==> src/shared/srcc_defines.svh <==
// timing counts, select codes and reset values for the suspend/resume clock control
`ifndef SRCC_DEFINES_SVH
`define SRCC_DEFINES_SVH

`define SRCC_CLK_PERIOD_NS 4
`define SRCC_REF_PERIOD_NS 15260
`define SRCC_REF_WIDTH_NS 1000
`define SRCC_REF_PERIOD_CYC (`SRCC_REF_PERIOD_NS / `SRCC_CLK_PERIOD_NS)
`define SRCC_REF_WIDTH_CYC (`SRCC_REF_WIDTH_NS / `SRCC_CLK_PERIOD_NS)
`define SRCC_STAB_MS 20
`define SRCC_STAB_CYC (`SRCC_STAB_MS * 1000000 / `SRCC_CLK_PERIOD_NS)

`define SRCC_CODE_W 5
`define SRCC_CODE_SUSPEND 5'h15
`define SRCC_CODE_RESUME 5'h16

`define SRCC_RST_SEL_N 3'h7
`define SRCC_RST_OSC_EN 1'h1

`endif

==> src/shared/srcc_pkg.sv <==
// types shared by the suspend/resume clock control modules
package srcc_pkg;

   typedef enum logic [2:0] {
      SRCC_RUN    = 3'h0,
      SRCC_KILL16 = 3'h1,
      SRCC_SW32   = 3'h2,
      SRCC_SUSP   = 3'h3,
      SRCC_WAKE   = 3'h4,
      SRCC_SW14   = 3'h5
   } srcc_state_t;

   typedef struct packed {
      srcc_state_t state;
      logic sel32;
      logic clk_out;
      logic osc16_en;
      logic osc14_en;
      logic [2:0] sel_n;
      logic [22:0] cnt;
   } srcc_main_t;

   typedef struct packed {
      logic [11:0] cnt;
      logic pulse_n;
   } srcc_ref_t;

endpackage

==> src/core/srcc_clock_control.sv <==
// suspend/resume clock switch, oscillator enables, select hold and refresh
`timescale 1ns/1ns
`include "srcc_defines.svh"
// How it works
// - output fast clock normally, 32.768 KHz clock while suspended
// - standby refresh pulses low once every 15.26 microseconds
// - each refresh low pulse lasts 1.0 microsecond
// - alternate 124 microsecond refresh clock exists; the 15.26 figure is used
// - refresh pulse runs all the time, suspended or not
// - serial A, serial B, parallel selects held low throughout suspend
// - codes count only when the write strobe is active
// - suspend: 16 MHz osc off, glitch-free switch to 32 KHz, then 14 MHz off
// - suspend code drives all three selects low in one cycle
// - resume code re-enables both oscillators and releases selects
// - about 20 ms after resume, switch clock back to 14.318 MHz
module srcc_clock_control
   import srcc_pkg::*;
#(
   parameter int STAB_CYC = `SRCC_STAB_CYC
)
(
   // clock and reset
   input wire logic clk,
   input wire logic sys_rst,
   // encoded select bus from the system controller
   input wire logic [`SRCC_CODE_W-1:0] select_code,
   input wire logic io_write_strobe_n,
   // oscillator levels, synchronous to clk
   input wire logic osc14_in,
   input wire logic osc32_in,
   // oscillator enables
   output logic osc16_enable,
   output logic osc14_enable,
   // clock to the system controller
   output logic fast_clk_out,
   // active-low selects to the companion chip
   output logic serial_a_select_n,
   output logic serial_b_select_n,
   output logic parallel_select_n,
   // refresh pad and status
   output logic standby_refresh_pulse_n,
   output logic suspended
);

   localparam logic [22:0] STAB_LAST = 23'(STAB_CYC - 1);

   srcc_main_t s_r;
   srcc_main_t s_nxt;

   // strobed code match, used for both the suspend and the resume code
   function automatic logic code_hit(input logic [`SRCC_CODE_W-1:0] code,
                                     input logic strobe_n,
                                     input logic [`SRCC_CODE_W-1:0] want);
      code_hit = !strobe_n && (code == want);
   endfunction

   logic go_susp;
   logic go_res;
   logic both_low;

   assign go_susp = code_hit(select_code, io_write_strobe_n, `SRCC_CODE_SUSPEND);
   assign go_res = code_hit(select_code, io_write_strobe_n, `SRCC_CODE_RESUME);
   // switching only while both sources are low keeps the output free of runt pulses
   assign both_low = !osc14_in && !osc32_in;

   // sequencer
   always_comb begin
      s_nxt = s_r;
      s_nxt.clk_out = s_r.sel32 ? osc32_in : osc14_in;
      case (s_r.state)
         SRCC_RUN: begin
            if (go_susp) begin
               s_nxt.state = SRCC_KILL16;
               s_nxt.osc16_en = 1'h0;
               s_nxt.sel_n = 3'h0;
            end
         end
         SRCC_KILL16: begin
            s_nxt.state = SRCC_SW32;
         end
         SRCC_SW32: begin
            if (go_res) begin
               s_nxt.state = SRCC_WAKE;
               s_nxt.osc16_en = 1'h1;
               s_nxt.sel_n = `SRCC_RST_SEL_N;
               s_nxt.cnt = 23'h000000;
            end else if (both_low) begin
               s_nxt.sel32 = 1'h1;
               s_nxt.state = SRCC_SUSP;
            end
         end
         SRCC_SUSP: begin
            s_nxt.osc14_en = 1'h0;
            if (go_res) begin
               s_nxt.state = SRCC_WAKE;
               s_nxt.osc16_en = 1'h1;
               s_nxt.osc14_en = 1'h1;
               s_nxt.sel_n = `SRCC_RST_SEL_N;
               s_nxt.cnt = 23'h000000;
            end
         end
         SRCC_WAKE: begin
            // a fresh suspend during the settle wait is honoured at once
            if (go_susp) begin
               s_nxt.state = SRCC_KILL16;
               s_nxt.osc16_en = 1'h0;
               s_nxt.sel_n = 3'h0;
            end else if (s_r.cnt == STAB_LAST) begin
               s_nxt.state = SRCC_SW14;
            end else begin
               s_nxt.cnt = s_r.cnt + 23'h000001;
            end
         end
         SRCC_SW14: begin
            if (both_low) begin
               s_nxt.sel32 = 1'h0;
               s_nxt.state = SRCC_RUN;
            end
         end
         default: begin
            s_nxt.state = SRCC_RUN;
         end
      endcase
   end

   // state register
   always_ff @(posedge clk) begin
      if (sys_rst) begin
         s_r.state <= SRCC_RUN;
         s_r.sel32 <= 1'h0;
         s_r.clk_out <= 1'h0;
         s_r.osc16_en <= `SRCC_RST_OSC_EN;
         s_r.osc14_en <= `SRCC_RST_OSC_EN;
         s_r.sel_n <= `SRCC_RST_SEL_N;
         s_r.cnt <= 23'h000000;
      end else begin
         s_r <= s_nxt;
      end
   end

   // outputs straight from the register
   assign osc16_enable = s_r.osc16_en;
   assign osc14_enable = s_r.osc14_en;
   assign fast_clk_out = s_r.clk_out;
   assign serial_a_select_n = s_r.sel_n[0];
   assign serial_b_select_n = s_r.sel_n[1];
   assign parallel_select_n = s_r.sel_n[2];
   assign suspended = s_r.sel32;

   // refresh is independent of the sequencer
   srcc_refresh u_refresh (
      .clk(clk),
      .sys_rst(sys_rst),
      .standby_refresh_pulse_n(standby_refresh_pulse_n)
   );

   property p_clk_src;
      @(posedge clk) disable iff (sys_rst)
      // the edge right after reset still shows the reset value, not the source
      (!$past(sys_rst) && !$past(s_r.sel32) && !s_r.sel32) |-> fast_clk_out == $past(osc14_in, 1);
   endproperty
   a_clk_src: assert property (p_clk_src) else $error("fast clock not from 14 MHz source");

   property p_sel_hold;
      @(posedge clk) disable iff (sys_rst)
      (s_r.state == SRCC_SUSP) |-> (s_r.sel_n == 3'h0 && s_r.sel32);
   endproperty
   a_sel_hold: assert property (p_sel_hold) else $error("selects not low while suspended");

   property p_strobe_qual;
      @(posedge clk) disable iff (sys_rst)
      (s_r.state == SRCC_RUN && io_write_strobe_n) |=> s_r.state == SRCC_RUN;
   endproperty
   a_strobe_qual: assert property (p_strobe_qual) else $error("left run without a write strobe");

   property p_kill_order;
      @(posedge clk) disable iff (sys_rst)
      $fell(osc14_enable) |-> (s_r.sel32 && !osc16_enable && $past(s_r.sel32));
   endproperty
   a_kill_order: assert property (p_kill_order) else $error("14 MHz osc stopped before switch");

   property p_sel_same;
      @(posedge clk) disable iff (sys_rst)
      (s_r.state == SRCC_RUN && go_susp) |=>
         (!serial_a_select_n && !serial_b_select_n && !parallel_select_n && !osc16_enable);
   endproperty
   a_sel_same: assert property (p_sel_same) else $error("selects not asserted together");

   property p_resume;
      @(posedge clk) disable iff (sys_rst)
      (s_r.state == SRCC_SUSP && go_res) |=>
         (osc14_enable && osc16_enable && s_r.sel_n == 3'h7 && s_r.sel32 ##1 s_r.sel32);
   endproperty
   a_resume: assert property (p_resume) else $error("resume did not restore oscillators");

   property p_stab;
      @(posedge clk) disable iff (sys_rst)
      (s_r.state == SRCC_SW14) |-> $past(s_r.state) == SRCC_SW14 || $past(s_r.cnt) == STAB_LAST;
   endproperty
   a_stab: assert property (p_stab) else $error("clock switched back before settle time");

   property p_reset_state;
      @(posedge clk)
      $past(sys_rst) |-> (s_r.state == SRCC_RUN && osc14_enable && osc16_enable && !suspended &&
                          serial_a_select_n && serial_b_select_n && parallel_select_n);
   endproperty
   a_reset_state: assert property (p_reset_state) else $error("wrong state after reset");

   property p_other_code;
      @(posedge clk) disable iff (sys_rst)
      (s_r.state == SRCC_SUSP && !go_res) |=> s_r.state == SRCC_SUSP;
   endproperty
   a_other_code: assert property (p_other_code) else $error("suspend left without resume code");

   c_enter_susp: cover property (@(posedge clk) disable iff (sys_rst) $rose(s_r.state == SRCC_SUSP));
   c_back_run: cover property (@(posedge clk) disable iff (sys_rst) $fell(s_r.sel32));
   c_resu_early: cover property (@(posedge clk) disable iff (sys_rst) s_r.state == SRCC_SW32 && go_res);

endmodule // srcc_clock_control

==> src/core/srcc_refresh.sv <==
// free-running standby refresh pulse generator
`timescale 1ns/1ns
`include "srcc_defines.svh"
module srcc_refresh
   import srcc_pkg::*;
(
   // clock and reset
   input wire logic clk,
   input wire logic sys_rst,
   // refresh pad
   output logic standby_refresh_pulse_n
);

   localparam logic [11:0] PERIOD = 12'(`SRCC_REF_PERIOD_CYC);
   localparam logic [11:0] WIDTH = 12'(`SRCC_REF_WIDTH_CYC);

   srcc_ref_t r_r;
   srcc_ref_t r_nxt;

   // no suspend input at all: the pulse never stops, whatever the power state
   always_comb begin
      r_nxt = r_r;
      r_nxt.cnt = (r_r.cnt == PERIOD - 12'h001) ? 12'h000 : r_r.cnt + 12'h001;
      r_nxt.pulse_n = !(r_nxt.cnt < WIDTH);
   end

   // registered so the pad never sees a decode glitch
   always_ff @(posedge clk) begin
      if (sys_rst) begin
         r_r.cnt <= PERIOD - 12'h001;
         r_r.pulse_n <= 1'h1;
      end else begin
         r_r <= r_nxt;
      end
   end

   assign standby_refresh_pulse_n = r_r.pulse_n;

   // helper: cycles since the last falling edge
   logic [12:0] gap_r;
   logic seen_r;
   always_ff @(posedge clk) begin
      if (sys_rst) begin
         gap_r <= 13'h0000;
         seen_r <= 1'h0;
      end else if (!r_r.pulse_n && r_r.cnt == 12'h000) begin
         gap_r <= 13'h0001;
         seen_r <= 1'h1;
      end else begin
         gap_r <= gap_r + 13'h0001;
      end
   end

   property p_ref_width;
      @(posedge clk) disable iff (sys_rst)
      $fell(standby_refresh_pulse_n) |-> ##249 !standby_refresh_pulse_n ##1 standby_refresh_pulse_n;
   endproperty
   a_ref_width: assert property (p_ref_width) else $error("refresh low pulse not 250 cycles");

   property p_ref_period;
      @(posedge clk) disable iff (sys_rst)
      ($fell(standby_refresh_pulse_n) && seen_r) |-> gap_r == 13'h0EE7;
   endproperty
   a_ref_period: assert property (p_ref_period) else $error("refresh period not 3815 cycles");

   property p_ref_alive;
      @(posedge clk) disable iff (sys_rst)
      seen_r |-> gap_r <= 13'h0EE7;
   endproperty
   a_ref_alive: assert property (p_ref_alive) else $error("refresh pulse stopped");

   c_ref_pulse: cover property (@(posedge clk) disable iff (sys_rst) $fell(standby_refresh_pulse_n));

endmodule // srcc_refresh

==> config.mk <==
export PLATFORM = sky130hd
export DESIGN_NAME = srcc_clock_control
export DESIGN_NICKNAME = d
export VERILOG_FILES = /design/src/shared/srcc_pkg.sv /design/src/core/srcc_clock_control.sv /design/src/core/srcc_refresh.sv
export VERILOG_INCLUDE_DIRS = /design/src /design/src/shared
export SDC_FILE = /design/constraint.sdc
export NUM_CORES = 1
export LEC_CHECK = 0
export ABC_AREA = 1
export BUFFER_PORTS_ARGS = -buffer_cell sky130_fd_sc_hd__buf_2
export CORE_MARGIN = 2
export CORE_UTILIZATION = 60
export CTS_CLUSTER_DIAMETER = 150
export DETAILED_ROUTE_END_ITERATION = 8
export PLACE_DENSITY = 0.79
export SLEW_MARGIN = 10
export SYNTH_ARGS = -nofsm -noshare
export SYNTH_HDL_FRONTEND = slang
export SYNTH_SLANG_ARGS = --single-unit
==> constraint.sdc <==
create_clock -name clk -period 1.85 [get_ports clk]
set_input_delay 0.185 -clock clk [delete_from_list [all_inputs] [get_ports clk]]
set_output_delay 0.185 -clock clk [all_outputs]
set_load 0.01 [all_outputs]
=== Word level (Yosys, flattened, before mapping) ===
Index checks and enable logic that the tools add are counted.

* Register bits after elaboration: 46
* Word-level logic and storage cells: 70

* Add/subtract/negate cells: 2
* Order comparisons: 1
* Muxes and demuxes: 22
* Reductions and logical operators: 16
* Eq/ne operators: 20

{| class="wikitable"
|+ Operators with widths
! operator !! number
|-
| $pmux 23 s3 || 1
|-
| $mux 23 || 2
|-
| $mux 28 || 1
|-
| $mux 26 || 1
|-
| $add 23x1->23 const B || 1
|-
| $eq 23x23->1 const B || 1
|-
| $mux 3 || 6
|-
| $pmux 3 s6 || 1
|-
| $ne 2x2->1 const B || 8
|-
| $add 12x1->12 const B || 1
|-
| $eq 12x12->1 const B || 1
|-
| $lt 12x8->1 const B || 1
|-
| $mux 12 || 1
|-
| $eq 5x5->1 const B || 2
|-
| $reduce_and 5->1 || 2
|-
| $pmux 3 s3 || 1
|-
| $mux 4 || 2
|-
| $reduce_and 4->1 || 2
|-
| $eq 3x2->1 const B || 2
|-
| $eq 3x3->1 const B || 2
|-
| $ne 3x3->1 const B || 2
|-
| $reduce_bool 3->1 || 2
|-
| $logic_not 1->1 || 4
|-
| $mux 1 || 4
|-
| 8 further kinds || 10
|}

=== Logic depth before layout (Yosys ltp) ===
* Depth after elaboration: 5
* Gate-level depth with buffers: 12
* Mapped depth without buffers: 11

=== Hierarchy ===
Synthesis repeated with hierarchy kept, for this count alone.

* Cells, all modules: 474
* Area, all modules: 2980.4 um2

{| class="wikitable"
|+ Modules (own cells, without submodules)
! module !! cells each !! times used !! seq. area each (um2) !! area each (um2)
|-
| srcc_clock_control || 359 || 1 || 600.6 || 2223.4
|-
| srcc_refresh || 115 || 1 || 260.2 || 757.0
|}

=== Least setup slack after synthesis ===
Ideal clock, no wire load.

* Path type: register to register
* From: register s_r[0] (netlist bit)
* To: register s_r[14] (netlist bit)
* Path slack: 0.300 ns
* Arrival time: 1.439 ns
* Library setup time: 0.111 ns
* Cell stages (with the launch flop): 11
* Path through: dfxtp_1 ha_1 nand2_1 nor2_4 nand2_2 nor2_2 nand2_1 o21ai_0 nand3_1 nand2_1 nor2_1

* Word-level cells in the longest chain between the ends: 4
* Elaborated cells between the ends (all ways): 7

{| class="wikitable"
|+ RTL lines
! element !! line !! source
|-
| start, declared || srcc_clock_control.sv:47 || <nowiki>srcc_main_t s_r;</nowiki>
|-
| start signal, assigned || srcc_clock_control.sv:137 || <nowiki>s_r <= s_nxt;</nowiki>
|-
| $add 23x1->23 || srcc_clock_control.sv:111 || <nowiki>s_nxt.cnt = s_r.cnt + 23'h000001;</nowiki>
|-
| $mux 23 || srcc_clock_control.sv:108 || <nowiki>end else if (s_r.cnt == STAB_LAST) begin</nowiki>
|-
| $mux 23 || srcc_clock_control.sv:104 || <nowiki>if (go_susp) begin</nowiki>
|-
| $pmux 23 s3 || srcc_clock_control.sv:70 || <nowiki>case (s_r.state)</nowiki>
|}

Several ways; a longest one is shown, not always the timed one. The select of a mux whose other input is x is not followed.
A chain may end at the register's enable or synchronous reset.

=== Worst setup path in the final report ===
* From: register s_r[1] (netlist bit)
* To: register s_r[15] (netlist bit)

Same word-level chain as after synthesis.

==> metrics.cfg <==
[setup_path]
critPathLaunch=s_r[1]
start_kind=flop
cp.arrival_ps=1870
crit_required_ps=2040
end_kind=flop
path_class=flop to flop
path_max_fanout=15
rr_worst_depth=10
regToRegStartpoint=s_r[1]

[pwr]
p_leak_nw=1.322
finalPower_mw=3.683
max-vdd-ir-drop_mv=1.041
power_density_nw_per_um2=1187

[floorplan]
ios=18
core_area_um2=4629
chipWidth_um=72.74
row_count=25
die_height_um=72.74
die_area_um2=5291
start_util=0.6124

[clock_network]
cts_tree=yes
clockBufferDepth=2
ctsRootBufferMaster=clkbuf_8
postCtsSetupBuffers=0
numCtsBuffers=5
cts.sinks=43
htreeDepth=2
cts_resized=0
insertion_delay_ps=300
cts_hold_buffers=0
clk_pin_slew_ps=80

[flow_run]
drv_cap=0

[detailed_routing]
drtIter0Drc=189
wl_per_cell_um=11.41
avgViaCountPerCell=5.288
vias=2898
drc=0
firstDrtPassIters=5
drtAntennaViolNets=0
routed_wl_um=6250

[grt]
grt_antenna_before_repair=0
overflow=0
grt_pass1_wl_um=10760
grt_max_degree=21
grt_usage=0.2544
grt_pass1_vias=2533

[yosys]
yosys.area.top_type_share=0.3036
ys.flop_type=dfxtp_1
netlist_top_cells_area=dfxtp_1 (30%), nand2_1 (17%), nor2_1 (14%), nand3_1 (9.4%), inv_1 (6.1%)
ys_types=29
syn_area_per_cell_um2=5.981
yosys.area.top_type=dfxtp_1
synth_cells=474
synth.net_count=487
synth_warnings=0
async_flop_share=0
synth_seq_cells=43
synth_edf_count=0
yosysSeqAreaShare=0.3036
netlist_area_um2=2835

[sta]
hold_viol=0
finalSetupViolCount=0
post-route-period-util=0.9074
finalMaxSlewViolations=0
skew_ps=7.617
tightest_slew_ps=362.4
max_freq_ghz=0.5957
layout_min_cycle_time_ps=1679
slew_headroom=0.7581
fin_tns_setup_ps=0

[finish]
multiInputGateArea_um2=1684
fin_util=0.6700
final_nets=506
num-fill-cells=442
area_growth_pct=9.400
diodes=0
regArea_um2=862.1
layout-drive-gt1-share=0.1356

[status]
status=finished clean

[placement]
dp_hpwl_um=4653
port_buffers=17
globalplace.congestion=0.8435

[min_path]
hp-class=input pin to flop
hp-start=osc32_in
holdPathStages=3

layout make-up:
cell class / count / area share
inverter: 51 / 0.06293
sequential: 43 / 0.2779
multi-input combinational: 365 / 0.5430
timing repair buffer: 27 / 0.05163
clock inverter: 2 / 0.01936
tap: 54 / 0.02178
clock buffer: 6 / 0.02340
power breakdown:
group          total [mW]  switching, mW  leakage [nW]  internal [mW]
Combinational        1.51          0.963         0.904          0.549
Sequential           1.31          0.189         0.352           1.12
Clock               0.863          0.323        0.0654          0.540
state kept, by name (all words and copies together) (netlist names):
signal / cells
fast_clk_out: 1
osc14_enable: 1
s_r: 26
serial_b_select_n: 1
suspended: 1
u_refresh.r_r: 12
u_refresh.standby_refresh_pulse_n: 1
cell families (layout without fill, tap and decap cells):
logic type | Yosys count | in the layout | synth area share
adder cells (fa/ha/maj) | 3 | 3 | 0.01324
XOR/XNOR | 4 | 4 | 0.01236
flip-flops | 43 | 43 | 0.3036
buffers and inverters | 66 | 86 | 0.1064
AND/OR/NAND/NOR | 320 | 320 | 0.4876
AO/OA/AOI/OAI | 38 | 38 | 0.07679
synthesized netlist by cell type (2+ instances only):
cell	count
o21ai_0	14
xor2_1	2
or2_2	3
nor2_2	10
ha_1	3
o21ai_1	3
nand2_4	2
nand4_1	6
buf_6	5
buf_4	4
nand2_1	131
dfxtp_1	43
clkbuf_1	5
a21oi_1	14
nor2_1	102
nand2_2	4
nand3_2	2
nand3_1	53
inv_1	46
inv_2	5
xnor2_1	2
o21bai_1	4
nor3_1	5
critical path, stage by stage, from the launching register on:
cell and delay, ps:
dfxtp_1 390, ha_2 220, nand3_2 120, nor2_2 140, nand3_2 100, nand2_2 90, nand2_4 70, nand2_8 110
clkinvlp_4 160, nor2_1 130, nor2_1 60
layer usage:
| layer | vias up | part of all wire | GRT usage |
|---|---|---|---|
| li1 | 1525 | - | - |
| met1 | 1289 | 0.46 | 0.3279 |
| met2 | 72 | 0.48 | 0.4303 |
| met3 | 12 | 0.040 | 0.03453 |
| met4 | 0 | 0.022 | 0.09877 |
| met5 | - | 0 | 0 |
path summary, 6_finish.rpt:
path,to,slack (ps)
setup / recovery,s_r[15],170
hold reg to reg,suspended,500
setup reg to reg,s_r[15],170
hold / removal,fast_clk_out,130
layout by cell type, fill, tap and decap left out, types with 2 or more instances in the layout:
master,n
nor2_2,10
nand2_1,131
buf_4,10
buf_2,17
nand4_1,6
xnor2_1,2
xor2_1,2
ha_1,2
nor3_1,5
o21ai_0,13
a21oi_1,14
nand2_2,4
nand3_1,53
or2_2,3
o21bai_1,4
bufinv_16,2
nor2_1,102
inv_2,5
o21ai_1,4
clkbuf_8,5
nand3_2,2
dfxtp_1,42
inv_1,45
through the flow:
| stage | cell area, µm² | hold slack (ps) | worst slack, ps | instances |
|---|---|---|---|---|
| 2_1_floorplan | 2835 | 254.1 | 299.8 | 474 |
| 3_3_place_gp | 2953 | 432.3 | 199.3 | 540 |
| 3_5_place_dp | 2953 | 431.0 | 106.1 | 540 |
| 4_1_cts | 3085 | 116.1 | 84.12 | 548 |
| 5_1_grt | 3102 | 125.7 | -1.585 | 548 |
| 6_report | 3102 | 128.7 | 171.3 | 548 |
No activity file was read; power rests on OpenSTA's default activity.
